<file path="src/hw/sfr_pkg.sv">
//Operation
//RL1 - Reset needs arming command then reset next
//RL2 - Other command after arming cancels the arming
//RL3 - Accepted reset aborts operations, restores power-on state
//RL4 - Accepted reset clears every volatile setting
//RL5 - About 30us of reset ignores all commands
//RL6 - Host should check busy and suspend first
//RL7 - Write-in-progress high only during self-timed operation
//RL8 - Suspend flag set while suspended; resume needs it
//RL9 - Command acts at select release after eight bits
package sfr_pkg;

   // ************************************************************
   // Timing
   // ************************************************************
   localparam int CLK_PERIOD_NS = 50;
   localparam int RESET_TIME_NS = 30000;
   localparam int RESET_CYCLES = (RESET_TIME_NS + CLK_PERIOD_NS - 1) / CLK_PERIOD_NS;
   localparam int ERASE_TIME_MS = 500;
   localparam int ERASE_CYCLES = ERASE_TIME_MS * (1000000 / CLK_PERIOD_NS);
   localparam int RST_CNT_W = 10;
   localparam int OP_CNT_W = 24;
   localparam int BIT_CNT_W = 4;
   localparam logic [BIT_CNT_W-1:0] CMD_BITS = 4'h8;
   localparam logic [BIT_CNT_W-1:0] BITS_OVER = 4'h9;

   // ************************************************************
   // Command codes
   // ************************************************************
   localparam logic [7:0] OP_ENABLE_RESET = 8'h7e;
   localparam logic [7:0] OP_RESET = 8'h99;
   localparam logic [7:0] OP_WRITE_ENABLE = 8'h06;
   localparam logic [7:0] OP_WRITE_DISABLE = 8'h04;
   localparam logic [7:0] OP_ERASE_A = 8'h60;
   localparam logic [7:0] OP_ERASE_B = 8'hc7;
   localparam logic [7:0] OP_SUSPEND = 8'h75;
   localparam logic [7:0] OP_RESUME = 8'h7a;

   // ************************************************************
   // Register port map and fields
   // ************************************************************
   localparam int ADDR_W = 8;
   localparam logic [ADDR_W-1:0] REG_STATUS = 8'h00;
   localparam logic [ADDR_W-1:0] REG_VCFG = 8'h04;
   localparam int ST_RUNNING_BIT = 0;
   localparam int ST_LATCH_BIT = 1;
   localparam int ST_SUSPEND_BIT = 2;
   localparam int ST_ARMED_BIT = 3;
   localparam int ST_RST_BIT = 4;
   localparam int VCFG_VOL_LSB = 0;
   localparam int VCFG_CRB_LSB = 8;
   localparam int VCFG_WRAP_LSB = 16;
   localparam logic [7:0] VOL_RST = 8'h00;
   localparam logic [7:0] CRB_RST = 8'h00;
   localparam logic [2:0] WRAP_RST = 3'h0;

   // ************************************************************
   // Types
   // ************************************************************
   typedef enum logic [1:0] {SFR_READY, SFR_ARMED, SFR_RESETTING} sfr_mode_type;

   typedef struct packed {
      logic cs_n;
      logic sclk;
      logic mosi;
   } sfr_spi_type;

   typedef struct packed {
      logic [ADDR_W-1:0] addr;
      logic [31:0] wdata;
      logic wr;
      logic rd;
   } sfr_bus_type;

   typedef struct packed {
      sfr_mode_type mode;
      logic sclk_prev;
      logic cs_prev;
      logic [7:0] shift;
      logic [BIT_CNT_W-1:0] bitcnt;
      logic [RST_CNT_W-1:0] rst_cnt;
      logic [OP_CNT_W-1:0] op_cnt;
      logic write_in_progress;
      logic suspend_flag;
      logic write_enable_latch;
      logic [7:0] vol_status;
      logic [7:0] continuous_read_byte;
      logic [2:0] wrap_length_field;
      logic [31:0] rd_data;
   } sfr_state_type;

   localparam sfr_state_type STATE_RST = '{mode: SFR_READY, cs_prev: 1'b1, vol_status: VOL_RST,
      continuous_read_byte: CRB_RST, wrap_length_field: WRAP_RST, default: '0};

endpackage

</file>
<file path="src/hw/sfr_sync.sv">
`timescale 1ns/1ps
// Two-stage synchroniser; stage one feeds stage two only
module sfr_sync #(
   parameter int WIDTH = 3,
   parameter logic [WIDTH-1:0] INIT = '0
) (
   input wire logic i_ref_clk,
   input wire logic i_srst,
   input wire logic [WIDTH-1:0] i_async,
   output logic [WIDTH-1:0] o_sync
);
   logic [WIDTH-1:0] meta_q;
   logic [WIDTH-1:0] sync_q;

   // ************************************************************
   // Capture stages
   // ************************************************************
   always_ff @(posedge i_ref_clk) begin
      if (i_srst) begin
         meta_q <= INIT;
         sync_q <= INIT;
      end else begin
         meta_q <= i_async;
         sync_q <= meta_q;
      end
   end

   assign o_sync = sync_q;
endmodule

</file>
<file path="src/hw/sfr_core.sv">
// The implementer's own choices: strobed register access and the address map.
`timescale 1ns/1ps
module sfr_core #(
   parameter int P_ERASE_CYCLES = sfr_pkg::ERASE_CYCLES
) (
   input wire logic i_ref_clk,
   input wire logic i_srst,
   input wire sfr_pkg::sfr_spi_type i_spi,
   input wire sfr_pkg::sfr_bus_type i_bus,
   output logic [31:0] o_rd_data,
   output logic o_reset_busy,
   output logic o_write_in_progress
);
   sfr_pkg::sfr_state_type q;
   sfr_pkg::sfr_state_type d;
   sfr_pkg::sfr_spi_type spi_s;
   logic cmd_done;
   logic reset_accept;
   logic vcfg_wr;
   logic [sfr_pkg::RST_CNT_W-1:0] busy_run_q;

   // Erase count must fit the operation timer
   if (P_ERASE_CYCLES < 2 || P_ERASE_CYCLES >= (1 << sfr_pkg::OP_CNT_W)) begin : g_bad_erase
      $error("P_ERASE_CYCLES out of range");
   end

   // ************************************************************
   // Pin synchronisers
   // ************************************************************
   // Pins are sampled, so serial clock must stay below a quarter of the reference
   sfr_sync #(.WIDTH(3), .INIT(3'h4)) u_sync (
      .i_ref_clk(i_ref_clk),
      .i_srst(i_srst),
      .i_async(i_spi),
      .o_sync(spi_s)
   );

   // Select released after exactly eight bits
   assign cmd_done = spi_s.cs_n && !q.cs_prev && q.bitcnt == sfr_pkg::CMD_BITS; // RL9
   assign reset_accept = cmd_done && q.shift == sfr_pkg::OP_RESET && q.mode == sfr_pkg::SFR_ARMED; // RL1
   // Settings writes lose to an accepted reset so the cleared values are not overwritten
   assign vcfg_wr = i_bus.wr && i_bus.addr == sfr_pkg::REG_VCFG // RL5
      && q.mode != sfr_pkg::SFR_RESETTING && !reset_accept;

   // Both erase codes start the same self-timed cycle
   function automatic logic is_erase(input logic [7:0] op);
      return op == sfr_pkg::OP_ERASE_A || op == sfr_pkg::OP_ERASE_B;
   endfunction

   // ************************************************************
   // Next state
   // ************************************************************
   always_comb begin
      d = q;
      d.sclk_prev = spi_s.sclk;
      d.cs_prev = spi_s.cs_n;
      d.rd_data = '0;
      // Shift on rising serial clock inside a frame; count saturates past eight
      if (spi_s.cs_n) begin
         d.bitcnt = '0;
      end else if (spi_s.sclk && !q.sclk_prev) begin
         d.shift = {q.shift[6:0], spi_s.mosi};
         if (q.bitcnt != sfr_pkg::BITS_OVER) begin
            d.bitcnt = q.bitcnt + 4'h1;
         end
      end
      // Self-timed erase; the latch drops as it completes
      if (q.write_in_progress) begin
         d.op_cnt = q.op_cnt - 24'h1;
         if (q.op_cnt == 24'h1) begin
            d.write_in_progress = 1'b0; // RL7
            d.write_enable_latch = 1'b0;
         end
      end
      // Reset interval runs out
      if (q.mode == sfr_pkg::SFR_RESETTING) begin
         d.rst_cnt = q.rst_cnt - 10'h1;
         if (q.rst_cnt == 10'h1) begin
            d.mode = sfr_pkg::SFR_READY;
         end
      end
      // Commands; nothing is taken while the reset interval runs
      if (cmd_done && q.mode != sfr_pkg::SFR_RESETTING) begin // RL5
         d.mode = sfr_pkg::SFR_READY; // RL2
         case (q.shift)
            sfr_pkg::OP_ENABLE_RESET: begin
               d.mode = sfr_pkg::SFR_ARMED; // RL1
            end
            sfr_pkg::OP_RESET: begin
               if (reset_accept) begin
                  d = sfr_pkg::STATE_RST; // RL3 RL4
                  d.sclk_prev = spi_s.sclk;
                  d.cs_prev = spi_s.cs_n;
                  d.mode = sfr_pkg::SFR_RESETTING;
                  d.rst_cnt = sfr_pkg::RST_CNT_W'(sfr_pkg::RESET_CYCLES); // RL5
               end
            end
            sfr_pkg::OP_WRITE_ENABLE: begin
               if (!q.write_in_progress) begin
                  d.write_enable_latch = 1'b1;
               end
            end
            sfr_pkg::OP_WRITE_DISABLE: begin
               if (!q.write_in_progress) begin
                  d.write_enable_latch = 1'b0;
               end
            end
            sfr_pkg::OP_ERASE_A, sfr_pkg::OP_ERASE_B: begin
               if (q.write_enable_latch && !q.write_in_progress && !q.suspend_flag) begin
                  d.write_in_progress = 1'b1; // RL7
                  d.op_cnt = sfr_pkg::OP_CNT_W'(P_ERASE_CYCLES);
               end
            end
            sfr_pkg::OP_SUSPEND: begin
               if (q.write_in_progress) begin
                  d.write_in_progress = 1'b0;
                  d.suspend_flag = 1'b1; // RL8
               end
            end
            sfr_pkg::OP_RESUME: begin
               if (q.suspend_flag && !q.write_in_progress) begin // RL8
                  d.suspend_flag = 1'b0;
                  d.write_in_progress = 1'b1;
               end
            end
            default: begin
            end
         endcase
      end
      // Volatile settings port; locked while resetting
      if (vcfg_wr) begin
         d.vol_status = i_bus.wdata[sfr_pkg::VCFG_VOL_LSB +: 8];
         d.continuous_read_byte = i_bus.wdata[sfr_pkg::VCFG_CRB_LSB +: 8];
         d.wrap_length_field = i_bus.wdata[sfr_pkg::VCFG_WRAP_LSB +: 3];
      end
      // Read data appears in the following cycle only; unmapped reads give zero
      if (i_bus.rd) begin
         if (i_bus.addr == sfr_pkg::REG_STATUS) begin
            d.rd_data[sfr_pkg::ST_RUNNING_BIT] = q.write_in_progress;
            d.rd_data[sfr_pkg::ST_LATCH_BIT] = q.write_enable_latch;
            d.rd_data[sfr_pkg::ST_SUSPEND_BIT] = q.suspend_flag;
            d.rd_data[sfr_pkg::ST_ARMED_BIT] = q.mode == sfr_pkg::SFR_ARMED;
            d.rd_data[sfr_pkg::ST_RST_BIT] = q.mode == sfr_pkg::SFR_RESETTING;
         end else if (i_bus.addr == sfr_pkg::REG_VCFG) begin
            d.rd_data[sfr_pkg::VCFG_VOL_LSB +: 8] = q.vol_status;
            d.rd_data[sfr_pkg::VCFG_CRB_LSB +: 8] = q.continuous_read_byte;
            d.rd_data[sfr_pkg::VCFG_WRAP_LSB +: 3] = q.wrap_length_field;
         end
      end
      if (i_srst) begin
         d = sfr_pkg::STATE_RST;
      end
   end

   // State register
   always_ff @(posedge i_ref_clk) begin
      q <= d;
   end

   assign o_rd_data = q.rd_data;
   assign o_reset_busy = q.mode == sfr_pkg::SFR_RESETTING;
   assign o_write_in_progress = q.write_in_progress;

   // ************************************************************
   // Assertion helpers
   // ************************************************************
   // Counts busy cycles so the interval length is checked without a long delay chain
   always_ff @(posedge i_ref_clk) begin
      if (i_srst || !o_reset_busy) begin
         busy_run_q <= '0;
      end else begin
         busy_run_q <= busy_run_q + 10'h1;
      end
   end
endmodule

</file>
<file path="config.mk">
export PLATFORM = sky130hd
export DESIGN_NAME = sfr_core
export DESIGN_NICKNAME = d
export VERILOG_FILES = /design/src/hw/sfr_pkg.sv /design/src/hw/sfr_sync.sv /design/src/hw/sfr_core.sv
export SDC_FILE = /design/constraint.sdc
export NUM_CORES = 1
export LEC_CHECK = 0
export CAP_MARGIN = 10
export CELL_PAD_IN_SITES_DETAIL_PLACEMENT = 1
export CELL_PAD_IN_SITES_GLOBAL_PLACEMENT = 1
export CORE_MARGIN = 1
export CORE_UTILIZATION = 51
export DETAILED_ROUTE_END_ITERATION = 16
export DONT_BUFFER_PORTS = 1
export PLACE_DENSITY = 0.87
export SLEW_MARGIN = 15
export SYNTH_ARGS = -nofsm -noshare
export SYNTH_HDL_FRONTEND = slang
export SYNTH_SLANG_ARGS = --single-unit
</file>
<file path="constraint.sdc">
create_clock -name i_ref_clk -period 5.4 [get_ports i_ref_clk]
set_input_delay 0.27 -clock i_ref_clk [delete_from_list [all_inputs] [get_ports i_ref_clk]]
set_output_delay 0.27 -clock i_ref_clk [all_outputs]
set_load 0.02 [all_outputs]
</file>
Yosys cells after proc, flatten, opt, wreduce, memory -nomap -nowiden
Index checks and enable logic that the tools add are counted.

Logic and storage cells: 100. Output and inout port bits: 34. Bits in registers: 110. Bits of input ports: 47.

Add/sub/neg operators: 3. Reductions and logical operators: 29. Equality and inequality tests: 19. Bitwise operators: 2. Mux-type cells: 30.

Operators by type and width (number): $mux 104 (2); $mux 19 (3); $mux 51 (1); $mux 25 (2); $pmux 24 s2 (1); $eq 8x7->1 const B (4); $eq 24x1->1 const B (1); $eq 8x3->1 const B (3); $mux 24 (1); $sub 24x1->24 const B (1); $eq 8x8->1 const B (2); $mux 14 (1); $logic_and 1x1->1 (12); $mux 12 (1); $eq 10x1->1 const B (1); $mux 10 (1); $reduce_bool 2->1 (5); $sub 10x1->10 const B (1); $logic_not 8->1 (1); $mux 2 (4); $mux 4 (2); $mux 8 (1); $ne 2x2->1 const B (4); $pmux 1 s3 (2); 17 further kinds (26).

Depth between registers and ports, before layout
Depth after elaboration: 11. Mapped depth: 9. Mapped depth without buffers: 7.

Cells and area by module
From an unflattened synthesis, not the netlist that was laid out.

Cell total of the unflattened synthesis: 431. Area total of the unflattened synthesis: 4137.7 um^2.

By module, submodules not included: sfr_core (area each 3980.1 um^2, cells an instance 419, times used 1, sequential area each 1821.7 um^2); sfr_sync (area each 157.7 um^2, cells an instance 12, times used 1, sequential area each 120.1 um^2).

Worst setup path after synthesis
Ideal clock, no wire load.

Kind: register to register. Start point: reg q[88] (netlist bit). End point: reg q[66] (netlist bit). Clock period less this slack: 1.846 ns. Setup time: 0.119 ns. Stages on the path, launching flop included: 10. Buffers on the path: 2. Slack: 3.554 ns. Data required time: 5.281 ns. Arrival time: 1.727 ns. Cells stage by stage: dfxtp_1 inv_1 ha_1 nor4bb_1 and2_1 nand3_1 nand2b_1 buf_2 buf_4 o21ai_1.

Word-level cells in the longest chain between the ends: 7. Elaborated cells between the ends (all ways): 8. Classes of those cells: eq/ne (1); mux (3); reduce/logical (4).

RTL lines: start, declared (RTL line sfr_core.sv:14) `sfr_pkg::sfr_state_type q;`; start signal, assigned (RTL line sfr_core.sv:157) `q <= d;`; $eq 4x4->1 * (RTL line sfr_core.sv:39) `assign cmd_done = spi_s.cs_n && !q.cs_prev && q.bitcnt == sfr_pkg::CMD_BITS;`; $logic_and 1x1->1 * (RTL line sfr_core.sv:39); $logic_and 1x1->1 (2 in series) (RTL line sfr_core.sv:40) `assign reset_accept = cmd_done && q.shift == sfr_pkg::OP_RESET && q.mode == sfr_pkg::SFR_ARMED;`; $mux 104 (RTL line sfr_core.sv:90) `if (reset_accept) begin`; $pmux 24 s2 (RTL line sfr_core.sv:85) `case (q.shift)`; $mux 104 * (RTL line sfr_core.sv:83) `if (cmd_done && q.mode != sfr_pkg::SFR_RESETTING) begin`.

Mark *: on every way between the ends. The rest lies on a longest branch, timed or not. The select of a mux whose other input is x is not followed. A chain may end at the register's enable or synchronous reset.

Final worst setup path
Start point: reg q[88] (netlist bit). End point: reg q[69] (netlist bit).

Same word-level chain as after synthesis.

==> results.json <==
{
  "setup_ws_ps": 2760,
  "crit_path_start_kind": "flip-flop",
  "io_buffers": 0,
  "crit_end": "q[69]",
  "clkSinkCount": 97,
  "critical_path_peak_fanout": 33,
  "max_slew_margin": 0.419,
  "cts-buffers-inserted": 9,
  "tightest_slew_ps": 870,
  "ys.warnings.count": 0,
  "cp_data_required_time_ps": 5650,
  "yosys-top-cells-area": "dfxtp_1, mux2i_1, buf_4",
  "hpwl_microns": 6640,
  "num_rows": 33,
  "yosysSeqAreaShare": 0.454,
  "multi_input_area_sq_um": 2020,
  "power_mw": 1.17,
  "root_buffer": "clkbuf_8",
  "grt_pass1_vias": 3130,
  "nets": 492,
  "cap_violations": 0,
  "fp.dieW_microns": 93.6,
  "drc_errors": 0,
  "synth_top_cell_by_area": "dfxtp_1",
  "register_area_sq_um": 1940,
  "cts_resized": 0,
  "initialDrtViolationCount": 95,
  "clk_pin_slew_worst_paths_ps": 100,
  "grt_max_degree": 34,
  "hold_class": "in2reg",
  "finalMaxSlewViolations": 0,
  "layout-drive-gt1-share": 0.0767,
  "timing.fmax_mhz": 379,
  "dpl_cell_area_sq_um": 4140,
  "crit_start": "q[88]",
  "n_fill_cell": 946,
  "finalSetupViolations": 0,
  "r2r-end": "q[69]",
  "peakVddDrop_mv": 0.108,
  "leakage_nw": 1.49,
  "power_density_nw_per_um2": 270,
  "reg2reg_depth": 8,
  "clk_path_buf_depth": 2,
  "design.core.area_sq_um": 8180,
  "dp_slack_ps": 2810,
  "diodes": 0,
  "crit_chain": "inv_1, ha_1, nor4bb_1, and2_1, nand3_1, nand2b_1, buf_4, o21ai_1",
  "antenna_found_initial": 0,
  "synth_seq_cells": 97,
  "hold_viol": 0,
  "htree_levels": 3,
  "insertion_delay_ps": 370,
  "dr.pass1.iters": 4,
  "avgSynthCellArea_sq_um": 9.32,
  "syn_inst": 459,
  "synth.top_cell.area_share": 0.454,
  "cts_tree": "yes",
  "gp_congestion": 0.780,
  "cpMaxStageDelayCell": "buf_4",
  "timing.setup.tns_ps": 0,
  "routedWlPerCell_microns": 17.1,
  "syn_to_final_growth_pct": 1.46,
  "endpoint_kind": "flip-flop",
  "grt_pass1_wl_microns": 15000,
  "critPathKind": "reg2reg",
  "ys_types": 57,
  "fin_area_sq_um": 4340,
  "finalCritPeriodShare": 0.488,
  "synth-edff-count": 0,
  "die_area_sq_um": 8760,
  "status": "completed",
  "grt_use_total": 0.223,
  "dr_total_vias": 3030,
  "ant_nets": 0,
  "io_pins": 81,
  "avgViaCountPerCell": 5.53,
  "grt_overflow": 0,
  "layout_min_cycle_time_ps": 2640,
  "skew_ps": 14.8,
  "ys_async_sr_fraction": 0,
  "max_stage_delay_ps": 440,
  "die_h_microns": 93.6,
  "synth_area_sq_um": 4280,
  "grt_setup_unrepaired": "false",
  "synth_top_flop_cell": "dfxtp_1",
  "reg2reg_slack_ps": 2760,
  "r2r_start": "q[88]",
  "initial_core_util": 0.523,
  "arrival_ps": 2880,
  "totalWireLength_microns": 9380
}
## sequential cells by signal (all words and copies together), names as in the netlist
signal               cells
o_rd_data               19
o_write_in_progress      1
u_sync.meta_q            3
u_sync.o_sync            3
q                       71
## worst max-delay path: cells and delay by family, from the launching register on
family | cells | cell delay (ps)
and+or+nand+nor | 4 | 1310
buffers and inverters | 2 | 550
DFF | 1 | 350
adders and majority gates | 1 | 150
AOI/OAI and AO/OA | 1 | 150
## power by group
| part | leakage (nW) | total [mW] | internal (mW) | switching (mW) |
|---|---|---|---|---|
| combinational | 0.620 | 0.0265 | 0.00604 | 0.0204 |
| clock | 0.0835 | 0.429 | 0.172 | 0.256 |
| sequential | 0.782 | 0.718 | 0.717 | 0.000953 |
| total | 1.49 | 1.17 | 0.896 | 0.278 |
## cells in the mapped netlist (3+ instances only)
cell       n
a211oi_1   3
a21oi_1   15
and2_1    15
buf_4     37
clkbuf_1   7
dfxtp_1   97
ha_1       7
inv_1     11
mux2i_1   30
nand2_1   23
nand2b_1   8
nand3_1   10
nand3b_1   4
nand4_1    8
nand4b_1   3
nor2_1    72
nor2b_1    9
nor3_1    11
nor4_1     8
o21ai_0    3
o21ai_1    3
o21ai_2    3
or2_2      4
xnor2_1   14
xor2_1    16
## logic make-up (layout without fill, tap and decap cells)
| logic type | count (synthesis) | count (layout) | share of synthesized area |
|---|---|---|---|
| compound gates | 40 | 40 | 0.0635 |
| xor+xnor | 30 | 30 | 0.0614 |
| fa+ha+maj | 7 | 7 | 0.0205 |
| buf+inv | 58 | 30 | 0.0842 |
| flops | 97 | 97 | 0.454 |
| mux | 30 | 30 | 0.0702 |
| other cells | 1 | 13 | 0.000876 |
| simple gates | 196 | 196 | 0.246 |
## metrics by stage
step | util | instances | hold slack [ps]
after global routing | 0.531 | 548 | 8.10
after global placement | 0.507 | 530 | 344
after CTS | 0.531 | 548 | 3.02
after floorplan | - | 471 | 374
final | 0.531 | 548 | 20.9
after detailed placement | 0.507 | 530 | 348
## worst min path at each step
| stage | slack [ps] | to | start | depth (start not counted) |
|---|---|---|---|---|
| 4_1_cts | 3 | u_sync.o_sync[2] | i_srst | 1 |
| 6_report | 20 | u_sync.o_sync[2] | i_srst | 1 |
| 2_1_floorplan | 370 | u_sync.meta_q[2] | i_spi[2] | 1 |
| 5_1_grt | 8 | u_sync.meta_q[2] | i_srst | 1 |
| 3_3_place_gp | 340 | q[84] | i_srst | 1 |
| 3_5_place_dp | 350 | q[103] | i_srst | 1 |
## placed cells by master, fill, tap and decap left out, types with 3 or more instances in the layout
master / instances
a211oi_1: 3
nor2b_1: 9
inv_1: 11
nand3b_1: 4
nor4_1: 8
nand3_1: 10
nand4b_1: 3
mux2i_1: 30
ha_1: 7
conb_1: 13
xor2_1: 16
o21ai_2: 3
a21oi_1: 15
o21ai_1: 3
dfxtp_1: 97
or2_2: 4
o21ai_0: 3
nand2b_1: 8
nor3_1: 11
clkbuf_8: 9
xnor2_1: 14
nand4_1: 8
nand2_1: 23
nor2_1: 72
and2_1: 15
## area by class of cell
| class | instances | area share |
|---|---|---|
| inverters | 11 | 0.00951 |
| well taps | 105 | 0.0303 |
| clock inverters | 6 | 0.0115 |
| repair buffers | 3 | 0.00634 |
| multi-input cells | 316 | 0.466 |
| flip-flops and latches | 97 | 0.447 |
| clock buffers | 10 | 0.0294 |
## metal layers
layer | GRT usage | vias up | part of all wire
met4 | 0.0962 | 0 | 0.020
met3 | 0.0374 | 17 | 0.041
met1 | 0.257 | 1468 | 0.44
met5 | 0 | - | 0
li1 | - | 1470 | -
met2 | 0.403 | 75 | 0.50
## what timing repair did
item | 4_1_cts | 5_1_grt
setup buffers | 0 | 0
endpoints found under the hold margin | 14 | 0
hold buffers | 2 | 0
Note: power is estimated with default switching activity, not from simulation.
